$ cat config.mk
export PLATFORM = sky130hd
export DESIGN_NAME = eisu_event_status
export DESIGN_NICKNAME = d
export VERILOG_FILES = /design/src/hdl/eisu_pkg.sv /design/src/hdl/eisu_rearm_timer.sv /design/src/hdl/eisu_event_status.sv
export SDC_FILE = /design/constraint.sdc
export NUM_CORES = 1
export LEC_CHECK = 0
export BUFFER_PORTS_ARGS = -buffer_cell sky130_fd_sc_hd__buf_2
export CAP_MARGIN = 20
export CORE_MARGIN = 3
export CORE_UTILIZATION = 52
export CTS_CLUSTER_DIAMETER = 150
export DETAILED_ROUTE_END_ITERATION = 12
export PLACE_DENSITY = 0.8
export SYNTH_ARGS = -nofsm -noshare
export SYNTH_HDL_FRONTEND = slang
export SYNTH_SLANG_ARGS = --single-unit
$ cat constraint.sdc
create_clock -name hclk -period 2.15 [get_ports hclk]
set_input_delay 0.5375 -clock hclk [delete_from_list [all_inputs] [get_ports hclk]]
set_output_delay 0.5375 -clock hclk [all_outputs]
set_load 0.01 [all_outputs]
$ cat src/hdl/eisu_pkg.sv
// Package of constants and types for the event interrupt and status unit.
//
// Notes on behaviour
// - Status bits 7..6 show baud watchdog state.
// - Status bits 5..4 show slave protocol state.
// - Status bit 2 set while diagnosis unfetched.
// - Status bit 0: 0 offline, 1 idle.
// - Status bits 15..12 hold silicon revision.
// - Baud code bits 11..8, 1111 while searching.
// - Requests latch regardless of mask; OR drives output.
// - Software writes may set request bits.
// - Writing 1 to acknowledge clears request bit, except bits 11, 10 and 6.
// - Event and acknowledge together keep bit set.
// - End of service drives output inactive.
// - Output stays quiet 1 us or 1 ms.
// - Polarity bit steers output; reset low active.
// - Bits 7..5: subscriber data, ext params, timeout.
// - Bits 4..1: timer, watchdog, baud, exchange.
// - Bit 0: offline entry or clock sync.
// - Bits 15..12: acyclic, response, cyclic, diagnosis.
// - Bits 11..8: prm, cfg, address, global control.
// - Mask 1 disables; all set after reset.
// - Prm and cfg bits cleared only by machines.
// - End of service bit clears itself.
package eisu_pkg;

    // ************************************************************
    // Register indices; byte address is four times the index.
    // ************************************************************
    localparam logic [3:0] IDX_REQ_L      = 4'h0;
    localparam logic [3:0] IDX_REQ_H      = 4'h1;
    localparam logic [3:0] IDX_PEND_ACK_L = 4'h2;
    localparam logic [3:0] IDX_PEND_ACK_H = 4'h3;
    localparam logic [3:0] IDX_STAT_MSK_L = 4'h4;
    localparam logic [3:0] IDX_STAT_MSK_H = 4'h5;
    localparam logic [3:0] IDX_CONTROL    = 4'h8;
    localparam logic [3:0] IDX_MASK_RD_L  = 4'h9;
    localparam logic [3:0] IDX_MASK_RD_H  = 4'hA;
    localparam logic [3:0] IDX_GC_CELL    = 4'hB;

    // ************************************************************
    // Field positions and reset values.
    // ************************************************************
    localparam int          CTL_POLARITY_BIT = 0;
    localparam int          CTL_EOS_BIT      = 1;
    localparam int          CTL_DELAY_BIT    = 2;
    localparam logic [15:0] REQ_RESET        = 16'h0000;
    localparam logic [15:0] MASK_RESET       = 16'hFFFF;
    localparam logic [15:0] ACK_PROTECTED    = 16'h0C40;
    localparam logic [15:0] PRM_CLEAR_BITS   = 16'h0840;
    localparam logic [15:0] CFG_CLEAR_BITS   = 16'h0400;
    localparam int          GC_EVENT_BIT     = 8;
    localparam logic [1:0]  WD_SEARCHING     = 2'b00;
    localparam logic [3:0]  BAUD_UNKNOWN     = 4'hF;

    // ************************************************************
    // Re-arm timing.
    // ************************************************************
    localparam int unsigned CLK_PERIOD_NS     = 25;
    localparam int unsigned REARM_SHORT_NS    = 1000;
    localparam int unsigned REARM_LONG_US     = 1000;
    localparam int unsigned REARM_SHORT_CYCLES = (REARM_SHORT_NS + CLK_PERIOD_NS - 1) / CLK_PERIOD_NS;
    localparam int unsigned REARM_LONG_CYCLES  = (REARM_LONG_US * 1000 + CLK_PERIOD_NS - 1) / CLK_PERIOD_NS;
    localparam int          REARM_CNT_W        = 16;

    typedef enum logic {EISU_ARMED, EISU_HOLD} eisu_rearm_state_t;

endpackage

$ cat src/hdl/eisu_rearm_timer.sv
// Quiet-time timer that holds the interrupt off after end of service.
`timescale 1ns/1ps
module eisu_rearm_timer #(
    parameter int unsigned SHORT_CYCLES = eisu_pkg::REARM_SHORT_CYCLES,
    parameter int unsigned LONG_CYCLES  = eisu_pkg::REARM_LONG_CYCLES
) (
    // Clock and reset
    input  wire logic hclk,
    input  wire logic hresetn,
    // Control
    input  wire logic start,
    input  wire logic long_sel,
    // Status
    output logic      hold
);

    eisu_pkg::eisu_rearm_state_t       state;
    eisu_pkg::eisu_rearm_state_t       next_state;
    logic [eisu_pkg::REARM_CNT_W-1:0]  count;
    logic [eisu_pkg::REARM_CNT_W-1:0]  next_count;

    // ************************************************************
    // Count down the quiet time; a new start restarts it.
    // ************************************************************
    always_comb begin
        next_state = state;
        next_count = count;
        if (start) begin
            next_state = eisu_pkg::EISU_HOLD;
            next_count = long_sel ? eisu_pkg::REARM_CNT_W'(LONG_CYCLES - 1)
                                  : eisu_pkg::REARM_CNT_W'(SHORT_CYCLES - 1);
        end else begin
            unique case (state)
                eisu_pkg::EISU_ARMED: begin
                    next_count = '0;
                end
                eisu_pkg::EISU_HOLD: begin
                    if (count == '0) begin
                        next_state = eisu_pkg::EISU_ARMED;
                    end else begin
                        next_count = count - 1'b1;
                    end
                end
            endcase
        end
    end

    always_ff @(posedge hclk or negedge hresetn) begin
        if (!hresetn) begin
            state <= eisu_pkg::EISU_ARMED;
            count <= '0;
            hold  <= 1'b0;
        end else begin
            state <= next_state;
            count <= next_count;
            hold  <= (next_state == eisu_pkg::EISU_HOLD);
        end
    end

endmodule

$ cat src/hdl/eisu_event_status.sv
// Event interrupt controller and device status word behind an AHB-Lite slave.
`timescale 1ns/1ps
module eisu_event_status #(
    parameter int unsigned LONG_REARM_CYCLES = eisu_pkg::REARM_LONG_CYCLES,
    // Value is arbitrary.
    parameter logic [3:0]  SILICON_REVISION  = 4'h3,
    parameter int          ADDR_W            = 8
) (
    // Clock and reset
    input  wire logic              hclk,
    input  wire logic              hresetn,
    // AHB-Lite slave
    input  wire logic              hsel,
    input  wire logic [ADDR_W-1:0] haddr,
    input  wire logic [1:0]        htrans,
    input  wire logic              hwrite,
    input  wire logic [2:0]        hsize,
    input  wire logic              hready,
    input  wire logic [31:0]       hwdata,
    output logic [31:0]            hrdata,
    output logic                   hreadyout,
    output logic                   hresp,
    // Event sources
    input  wire logic [15:0]       event_in,
    input  wire logic              prm_ack_clear,
    input  wire logic              cfg_ack_clear,
    input  wire logic [7:0]        global_control_cmd,
    // Device state
    input  wire logic [1:0]        baud_watchdog_state,
    input  wire logic [1:0]        slave_protocol_state,
    input  wire logic              diag_unfetched,
    input  wire logic              passive_idle,
    input  wire logic [3:0]        baud_code,
    // Interrupt pin
    output logic                   irq_pin
);

    // ************************************************************
    // State.
    // ************************************************************
    logic [15:0] event_request_reg;
    logic [15:0] event_mask_reg;
    logic        polarity;
    logic        rearm_delay_select;
    logic [7:0]  global_control_cell;
    logic        wr_pend;
    logic [3:0]  wr_idx;
    logic        irq_active;
    logic [15:0] next_request;
    logic [15:0] next_mask;
    logic        next_polarity;
    logic        next_delay_select;
    logic [7:0]  next_gc_cell;
    logic        next_wr_pend;
    logic [3:0]  next_wr_idx;
    logic        next_irq_active;
    logic        next_irq_pin;
    logic [31:0] next_hrdata;
    logic [15:0] pending_enabled_reg;
    logic [15:0] event_acknowledge_reg;
    logic [15:0] sw_set;
    logic [15:0] fsm_clear;
    logic [15:0] status_word;
    logic        end_of_service;
    logic        hold;
    logic        addr_ok;
    logic        rd_take;
    logic        wr_take;

    // ************************************************************
    // Helpers.
    // ************************************************************
    function automatic logic [15:0] place_byte(input logic high, input logic [7:0] b);
        place_byte = high ? {b, 8'h00} : {8'h00, b};
    endfunction

    function automatic logic wr_hit(input logic pend, input logic [3:0] idx, input logic [3:0] target);
        wr_hit = pend && (idx == target);
    endfunction

    // ************************************************************
    // Bus decode.
    // ************************************************************
    // Registers are one aligned word each; anything else reads zero.
    always_comb begin
        addr_ok = (haddr[1:0] == 2'b00);
        if (ADDR_W > 6) begin
            addr_ok = addr_ok && ((haddr >> 6) == '0);
        end
        rd_take = hsel && hready && htrans[1] && !hwrite;
        wr_take = hsel && hready && htrans[1] && hwrite && addr_ok;
    end

    // ************************************************************
    // Status word.
    // ************************************************************
    always_comb begin
        status_word[15:12] = SILICON_REVISION;
        status_word[11:8]  = (baud_watchdog_state == eisu_pkg::WD_SEARCHING) ?
                             eisu_pkg::BAUD_UNKNOWN : baud_code;
        status_word[7:6]   = baud_watchdog_state;
        status_word[5:4]   = slave_protocol_state;
        status_word[3]     = 1'b0;
        status_word[2]     = diag_unfetched;
        status_word[1]     = 1'b0;
        status_word[0]     = passive_idle;
    end

    // ************************************************************
    // Write effects of the data phase.
    // ************************************************************
    always_comb begin
        event_acknowledge_reg = '0;
        sw_set                = '0;
        if (wr_hit(wr_pend, wr_idx, eisu_pkg::IDX_PEND_ACK_L) ||
            wr_hit(wr_pend, wr_idx, eisu_pkg::IDX_PEND_ACK_H)) begin
            event_acknowledge_reg = place_byte(wr_idx[0], hwdata[7:0]);
        end
        if (wr_hit(wr_pend, wr_idx, eisu_pkg::IDX_REQ_L) ||
            wr_hit(wr_pend, wr_idx, eisu_pkg::IDX_REQ_H)) begin
            sw_set = place_byte(wr_idx[0], hwdata[7:0]);
        end
        fsm_clear = (prm_ack_clear ? eisu_pkg::PRM_CLEAR_BITS : 16'h0000) |
                    (cfg_ack_clear ? eisu_pkg::CFG_CLEAR_BITS : 16'h0000);
        end_of_service = wr_hit(wr_pend, wr_idx, eisu_pkg::IDX_CONTROL) &&
                         hwdata[eisu_pkg::CTL_EOS_BIT];
    end

    // ************************************************************
    // Interrupt controller.
    // ************************************************************
    assign pending_enabled_reg = event_request_reg & ~event_mask_reg;

    always_comb begin
        // Sets are ORed in last, so a new event survives an acknowledge.
        next_request = (event_request_reg &
                        ~((event_acknowledge_reg & ~eisu_pkg::ACK_PROTECTED) | fsm_clear)) |
                       sw_set | event_in;
        next_mask         = event_mask_reg;
        next_polarity     = polarity;
        next_delay_select = rearm_delay_select;
        next_gc_cell      = global_control_cell;
        if (event_in[eisu_pkg::GC_EVENT_BIT]) begin
            next_gc_cell = global_control_cmd;
        end
        if (wr_hit(wr_pend, wr_idx, eisu_pkg::IDX_STAT_MSK_L)) begin
            next_mask[7:0] = hwdata[7:0];
        end
        if (wr_hit(wr_pend, wr_idx, eisu_pkg::IDX_STAT_MSK_H)) begin
            next_mask[15:8] = hwdata[7:0];
        end
        if (wr_hit(wr_pend, wr_idx, eisu_pkg::IDX_CONTROL)) begin
            next_polarity     = hwdata[eisu_pkg::CTL_POLARITY_BIT];
            next_delay_select = hwdata[eisu_pkg::CTL_DELAY_BIT];
        end
        // One OR network, no priority and no vector.
        next_irq_active = (|pending_enabled_reg) && !hold && !end_of_service;
        next_irq_pin    = next_polarity ? next_irq_active : !next_irq_active;
    end

    eisu_rearm_timer #(
        .SHORT_CYCLES (eisu_pkg::REARM_SHORT_CYCLES),
        .LONG_CYCLES  (LONG_REARM_CYCLES)
    ) u_rearm (
        .hclk     (hclk),
        .hresetn  (hresetn),
        .start    (end_of_service),
        .long_sel (rearm_delay_select),
        .hold     (hold)
    );

    always_ff @(posedge hclk or negedge hresetn) begin
        if (!hresetn) begin
            event_request_reg   <= eisu_pkg::REQ_RESET;
            event_mask_reg      <= eisu_pkg::MASK_RESET;
            polarity            <= 1'b0;
            rearm_delay_select  <= 1'b0;
            global_control_cell <= 8'h00;
            irq_active          <= 1'b0;
            irq_pin             <= 1'b1;
        end else begin
            event_request_reg   <= next_request;
            event_mask_reg      <= next_mask;
            polarity            <= next_polarity;
            rearm_delay_select  <= next_delay_select;
            global_control_cell <= next_gc_cell;
            irq_active          <= next_irq_active;
            irq_pin             <= next_irq_pin;
        end
    end

    // ************************************************************
    // Bus slave: zero wait states, always OKAY.
    // ************************************************************
    // Read data is sampled at the address phase, so a read right behind a
    // write sees the value from before that write.
    always_comb begin
        next_wr_pend = wr_take;
        next_wr_idx  = wr_take ? haddr[5:2] : 4'h0;
        next_hrdata  = 32'h0000_0000;
        if (rd_take && addr_ok) begin
            unique case (haddr[5:2])
                eisu_pkg::IDX_REQ_L:      next_hrdata[7:0] = event_request_reg[7:0];
                eisu_pkg::IDX_REQ_H:      next_hrdata[7:0] = event_request_reg[15:8];
                eisu_pkg::IDX_PEND_ACK_L: next_hrdata[7:0] = pending_enabled_reg[7:0];
                eisu_pkg::IDX_PEND_ACK_H: next_hrdata[7:0] = pending_enabled_reg[15:8];
                eisu_pkg::IDX_STAT_MSK_L: next_hrdata[7:0] = status_word[7:0];
                eisu_pkg::IDX_STAT_MSK_H: next_hrdata[7:0] = status_word[15:8];
                eisu_pkg::IDX_CONTROL: begin
                    next_hrdata[eisu_pkg::CTL_POLARITY_BIT] = polarity;
                    next_hrdata[eisu_pkg::CTL_DELAY_BIT]    = rearm_delay_select;
                end
                eisu_pkg::IDX_MASK_RD_L:  next_hrdata[7:0] = event_mask_reg[7:0];
                eisu_pkg::IDX_MASK_RD_H:  next_hrdata[7:0] = event_mask_reg[15:8];
                eisu_pkg::IDX_GC_CELL:    next_hrdata[7:0] = global_control_cell;
                default:                  next_hrdata      = 32'h0000_0000;
            endcase
        end
    end

    always_ff @(posedge hclk or negedge hresetn) begin
        if (!hresetn) begin
            wr_pend   <= 1'b0;
            wr_idx    <= 4'h0;
            hrdata    <= 32'h0000_0000;
            hreadyout <= 1'b1;
            hresp     <= 1'b0;
        end else begin
            wr_pend   <= next_wr_pend;
            wr_idx    <= next_wr_idx;
            hrdata    <= next_hrdata;
            hreadyout <= 1'b1;
            hresp     <= 1'b0;
        end
    end
endmodule

Word-level counts from Yosys, hierarchy flattened
Cells that the tools add are included.
- input bits: 86
- output and inout bits: 35
- register bits: 73
- equal/unequal tests: 16
- add/sub/neg operators: 1
- multiplexer cells: 21
- bitwise logic cells: 9
- reduce and logical (&&, ||, !) cells: 30
- operators by type and width (kind ; count):
    $mux 16 ; 6
    $pmux 5 s9 ; 1
    $and 16x16->16 ; 2
    $not 16->16 ; 2
    $or 16x16->16 ; 2
    $pmux 16 s2 ; 1
    $eq 4x4->1 const B ; 5
    $pmux 1 s10 ; 2
    $logic_and 1x1->1 ; 17
    $eq 4x2->1 const B ; 4
    $eq 4x3->1 const B ; 4
    $logic_not 16->1 ; 1
    $or 16x12->16 ; 1
    $reduce_or 16->1 ; 1
    $sub 16x1->16 const B ; 1
    $mux 12 ; 1
    $or 12x11->12 ; 1
    $mux 11 ; 1
    $eq 4x1->1 const B ; 2
    $logic_not 4->1 ; 2
    $logic_not 8->1 ; 1
    $mux 4 ; 2
    $mux 8 ; 1
    $pmux 1 s8 ; 1
    other kinds (6) ; 15

Longest topological paths before layout
- depth after elaboration: 9
- gate-level depth with buffers: 7

Cells and area by module
A second synthesis with hierarchy kept.
- cells, all modules: 425
- area, all modules: 4135.2 um^2
- modules (own cells, without submodules) (module ; seq. area each (um^2) ; instances ; cells an instance ; area an instance (um^2)):
    eisu_event_status ; 1422.6 ; 1 ; 322 ; 3151.8
    eisu_rearm_timer ; 425.4 ; 1 ; 103 ; 983.4

Worst setup path after synthesis
Ideal clock, no wire load.
- path type: flip-flop to flip-flop
- start: reg wr_idx[1]
- end: reg u_rearm.count[10] (netlist name)
- data required time: 2.068 ns
- arrival: 1.855 ns
- stages on the path, launching flop included: 6
- path slack: 0.213 ns
- setup time: 0.082 ns
- clock period less this slack: 1.937 ns
- cells stage by stage: dfrtp_1 -> or4b_4 -> or3_4 -> nand2_4 -> mux2_4 -> a31oi_1
- cells in the longest elaborated chain, start to end: 4
- elaborated cells between the ends (all ways): 5
- ends and longest elaborated chain (item ; RTL line ; source):
    start: declaration ; eisu_event_status.sv:47 ; logic [3:0] wr_idx;
    start signal: assignment ; eisu_event_status.sv:230 ; wr_idx <= next_wr_idx;
    $eq 4x4->1 * ; eisu_event_status.sv:78 ; wr_hit = pend && (idx == target);
    $logic_and 1x1->1 * ; eisu_event_status.sv:78 ;
    $logic_and 1x1->1 * ; eisu_event_status.sv:125 ; end_of_service = wr_hit(wr_pend, wr_idx, eisu_pkg::IDX_CONTROL) &&
    $ne 3x3->1 (no line) / $mux 16 (equally long branches) ; -- ;
    end signal: assignment ; eisu_rearm_timer.sv:55 ; count <= next_count;
    end: declaration ; eisu_rearm_timer.sv:19 ; logic [eisu_pkg::REARM_CNT_W-1:0] count;
Every way passes the cells marked *; elsewhere a longest branch is shown, timed or not.
A chain may end at the register's enable or synchronous reset.

Final worst setup path
Same ends and word-level chain as after synthesis.

==> results.py <==
metrics = {
    "final_layout": {
        "diodes": 0,
        "final_cells": 581,
        "drive_gt1_share_pct": 32.0,
        "n_fill_cell": 610,
        "fin_nets": 564,
        "final_common_cell": "buf_2",
        "syn2layout_area_growth_pct": 16.9,
        "utilization_pct": 64.2,
        "layout_common_cells": "66 x buf_2, 56 x dfrtp_1, 38 x nand2_1",
    },
    "clocking": {
        "cts.htree.levels": 3,
        "cts_made_buffers": 9,
        "clock_latency_ns": 0.35,
        "cts_tree": "yes",
        "numClockSinks": 73,
        "clockBufferDepth": 2,
        "cts-root-buf": "clkbuf_8",
        "post_cts_resized": 0,
        "clkTransAtPathRegs_ns": 0.08,
        "post_cts_buffers": 0,
    },
    "sta": {
        "setup_viol": 0,
        "fin_skew_ns": 0.00945,
        "drv_slew": 0,
        "fmax_mhz": 494,
        "worstMarginPinSlew_ns": 0.496,
        "fin_ws_ns": 0.124,
        "hold_violations": 0,
        "max_slew_margin_pct": 66.6,
        "fin_crit_sh_pct": 94.2,
        "whs_ns": 0.142,
        "final.setup.tns_ns": 0,
        "rsz0062_at_grt": "no",
        "period_minus_slack_ns": 2.03,
    },
    "run_status": {
        "status": "finished, final reports clean",
    },
    "detailed_routing": {
        "ant_nets": 0,
        "drc": 0,
        "drt-initial-drc-count": 412,
        "wl_mm": 10.2,
        "wl_per_cell_um": 17.5,
        "vias": 3529,
        "drt-pass1-iter-count": 5,
        "vias_per_cell": 6.07,
    },
    "synth": {
        "synthArstFlopShare_pct": 100,
        "muxShareOfSynthArea_pct": 9.93,
        "synth-edff-count": 0,
        "synthFlopType": "dfrtp_1",
        "synth_top_family_by_area": "simple AND/OR/NAND/NOR gates",
        "yosys.area_share.adder_pct": 0.307,
        "synthCells": 401,
        "synth-compound-area-share_pct": 15.7,
        "netlist_area_um2": 4070,
        "synthSimpleGateAreaFrac_pct": 19.5,
        "avgSynthCellArea_um2": 10.2,
        "synth_area_leaders": "dfrtp_1 34%, dfstp_2 11%, mux2_2 7.5%, buf_4 4.8%, a221o_1 3.9%",
        "synth_xor_xnor_area_share_pct": 1.72,
        "ys_types": 61,
        "netlist.area_leader.share_pct": 34.4,
        "ys_seq_area_share_pct": 45.4,
        "synth_area_leader_cell": "dfrtp_1",
        "yosys_warnings": 0,
        "synth.ff_latch_count": 73,
    },
    "global_routing": {
        "grt_overflow": 0,
        "antenna_found_initial": 0,
        "first_global_vias": 3306,
        "track_usage_pct": 24.2,
        "grt_max_degree": 35,
        "grt_pass1_wl_mm": 16.6,
    },
    "run": {
        "cap_violations": 0,
    },
    "placed_design": {
        "port_buffers": 66,
        "gp_congestion": 0.960,
        "hpwl_mm": 7.46,
        "dp.cells": 565,
        "pre_cts_ws_ns": 0.138,
    },
    "setup_path": {
        "cp_max_fo": 6,
        "cp.arrival_ns": 2.29,
        "max_stage_delay_ns": 0.57,
        "critPathCaptureType": "register",
        "required_ns": 2.41,
        "cp_slowest_cell": "or4b_4",
        "cp_num_buf_inv": 0,
        "path_class": "reg2reg",
        "cpLargestDelayFamily": "simple AND/OR/NAND/NOR gates",
        "cp-start-kind": "register",
        "worstPathCellList": "or4b_4 > or3_4 > nand2_4 > mux2_4 > a31oi_1",
    },
    "power_and_ir_drop": {
        "ir_worst_vdd_uv": 407,
        "p_per_area_nw_per_um2": 668,
        "p_leak_nw": 2.21,
    },
    "die": {
        "io-pin-count": 121,
        "start_util_pct": 54.9,
        "die_x_um": 94.5,
        "dieArea_um2": 8920,
        "die_h_um": 94.5,
        "num_rows": 31,
        "coreArea_um2": 7410,
    },
    "hold_path": {
        "hold_class": "in2async",
    },
}
-- what timing repair did --
item                                    4_1_cts  5_1_grt
endpoints found under the hold margin         0        0
hold buffers                                  0        0
endpoints found under the setup margin        0        1
-- layer usage --
metal / vias to the layer above / track usage [%] / routed length [µm]
met5: - / 0 / 0
met1: 1693 / 34.3 / 4310
li1: 1578 / - / -
met4: 0 / 11.7 / 316
met3: 33 / 3.98 / 948
met2: 225 / 36.1 / 4600
-- worst paths after layout --
check | startpoint | endpoint | slack [ns] | depth (start not counted)
max | wr_idx[1]$_DFF_PN0_ | u_rearm.count[10]$_DFFE_PN0P_ | 0.12 | 5
min | hresetn | u_rearm.count[2]$_DFFE_PN0P_ | 0.14 | 1
max reg2reg | wr_idx[1]$_DFF_PN0_ | u_rearm.count[10]$_DFFE_PN0P_ | 0.12 | 5
min reg2reg | event_mask_reg[1]$_DFFE_PN1P_ | event_mask_reg[1]$_DFFE_PN1P_ | 0.49 | 2
max in group asynchronous | hresetn | event_mask_reg[13]$_DFFE_PN1P_ | 1.31 | 2
min in group hclk | event_in[15] | event_request_reg[15]$_DFF_PN0_ | 0.38 | 2
-- area by class of cell --
class / count / area (µm²) / share of cell area, %
sequential: 73 / 1850 / 38.8
clock buffer: 11 / 151 / 3.18
clock inverter: 5 / 125 / 2.63
timing repair buffer: 79 / 440 / 9.26
inverter: 14 / 52.6 / 1.10
tap: 99 / 124 / 2.60
multi-input combinational: 300 / 2020 / 42.4
-- cells by family after synthesis --
kind of cell               count (synthesis)
muxes                                     36
xor gates and xnor gates                   8
adders and majority gates                  1
AOI/OAI and AO/OA                         85
other                                      2
and+or+nand+nor                          144
buffers and inverters                     52
DFF                                       73
-- stage by stage --
step,area (µm²),power (mW)
6_report,4760,3.18
5_1_grt,4760,3.28
4_1_cts,4760,3.19
3_5_place_dp,4480,1.73
3_3_place_gp,4480,1.72
2_1_floorplan,4160,1.63
-- Yosys cell counts, types with 4 or more instances --
cell,n
xnor2_1,5
o21ai_0,14
and3_1,9
nand2b_1,18
o2111ai_1,5
nor2b_1,6
o31ai_1,4
clkbuf_1,9
mux2i_1,7
nor3_1,10
or3_1,4
dfrtp_1,56
nand3_1,6
nor2_1,25
a21oi_1,14
mux2_2,27
and2_1,6
inv_1,13
buf_4,26
dfstp_2,17
nand2_1,38
a31oi_1,5
a221o_1,16
-- power breakdown --
part	total, mW	switching [mW]	internal, mW
Clock	1.47	0.516	0.950
Combinational	0.283	0.168	0.115
Sequential	1.43	0.0211	1.41
Total	3.18	0.705	2.47
No activity file was read; power rests on OpenSTA's default activity.
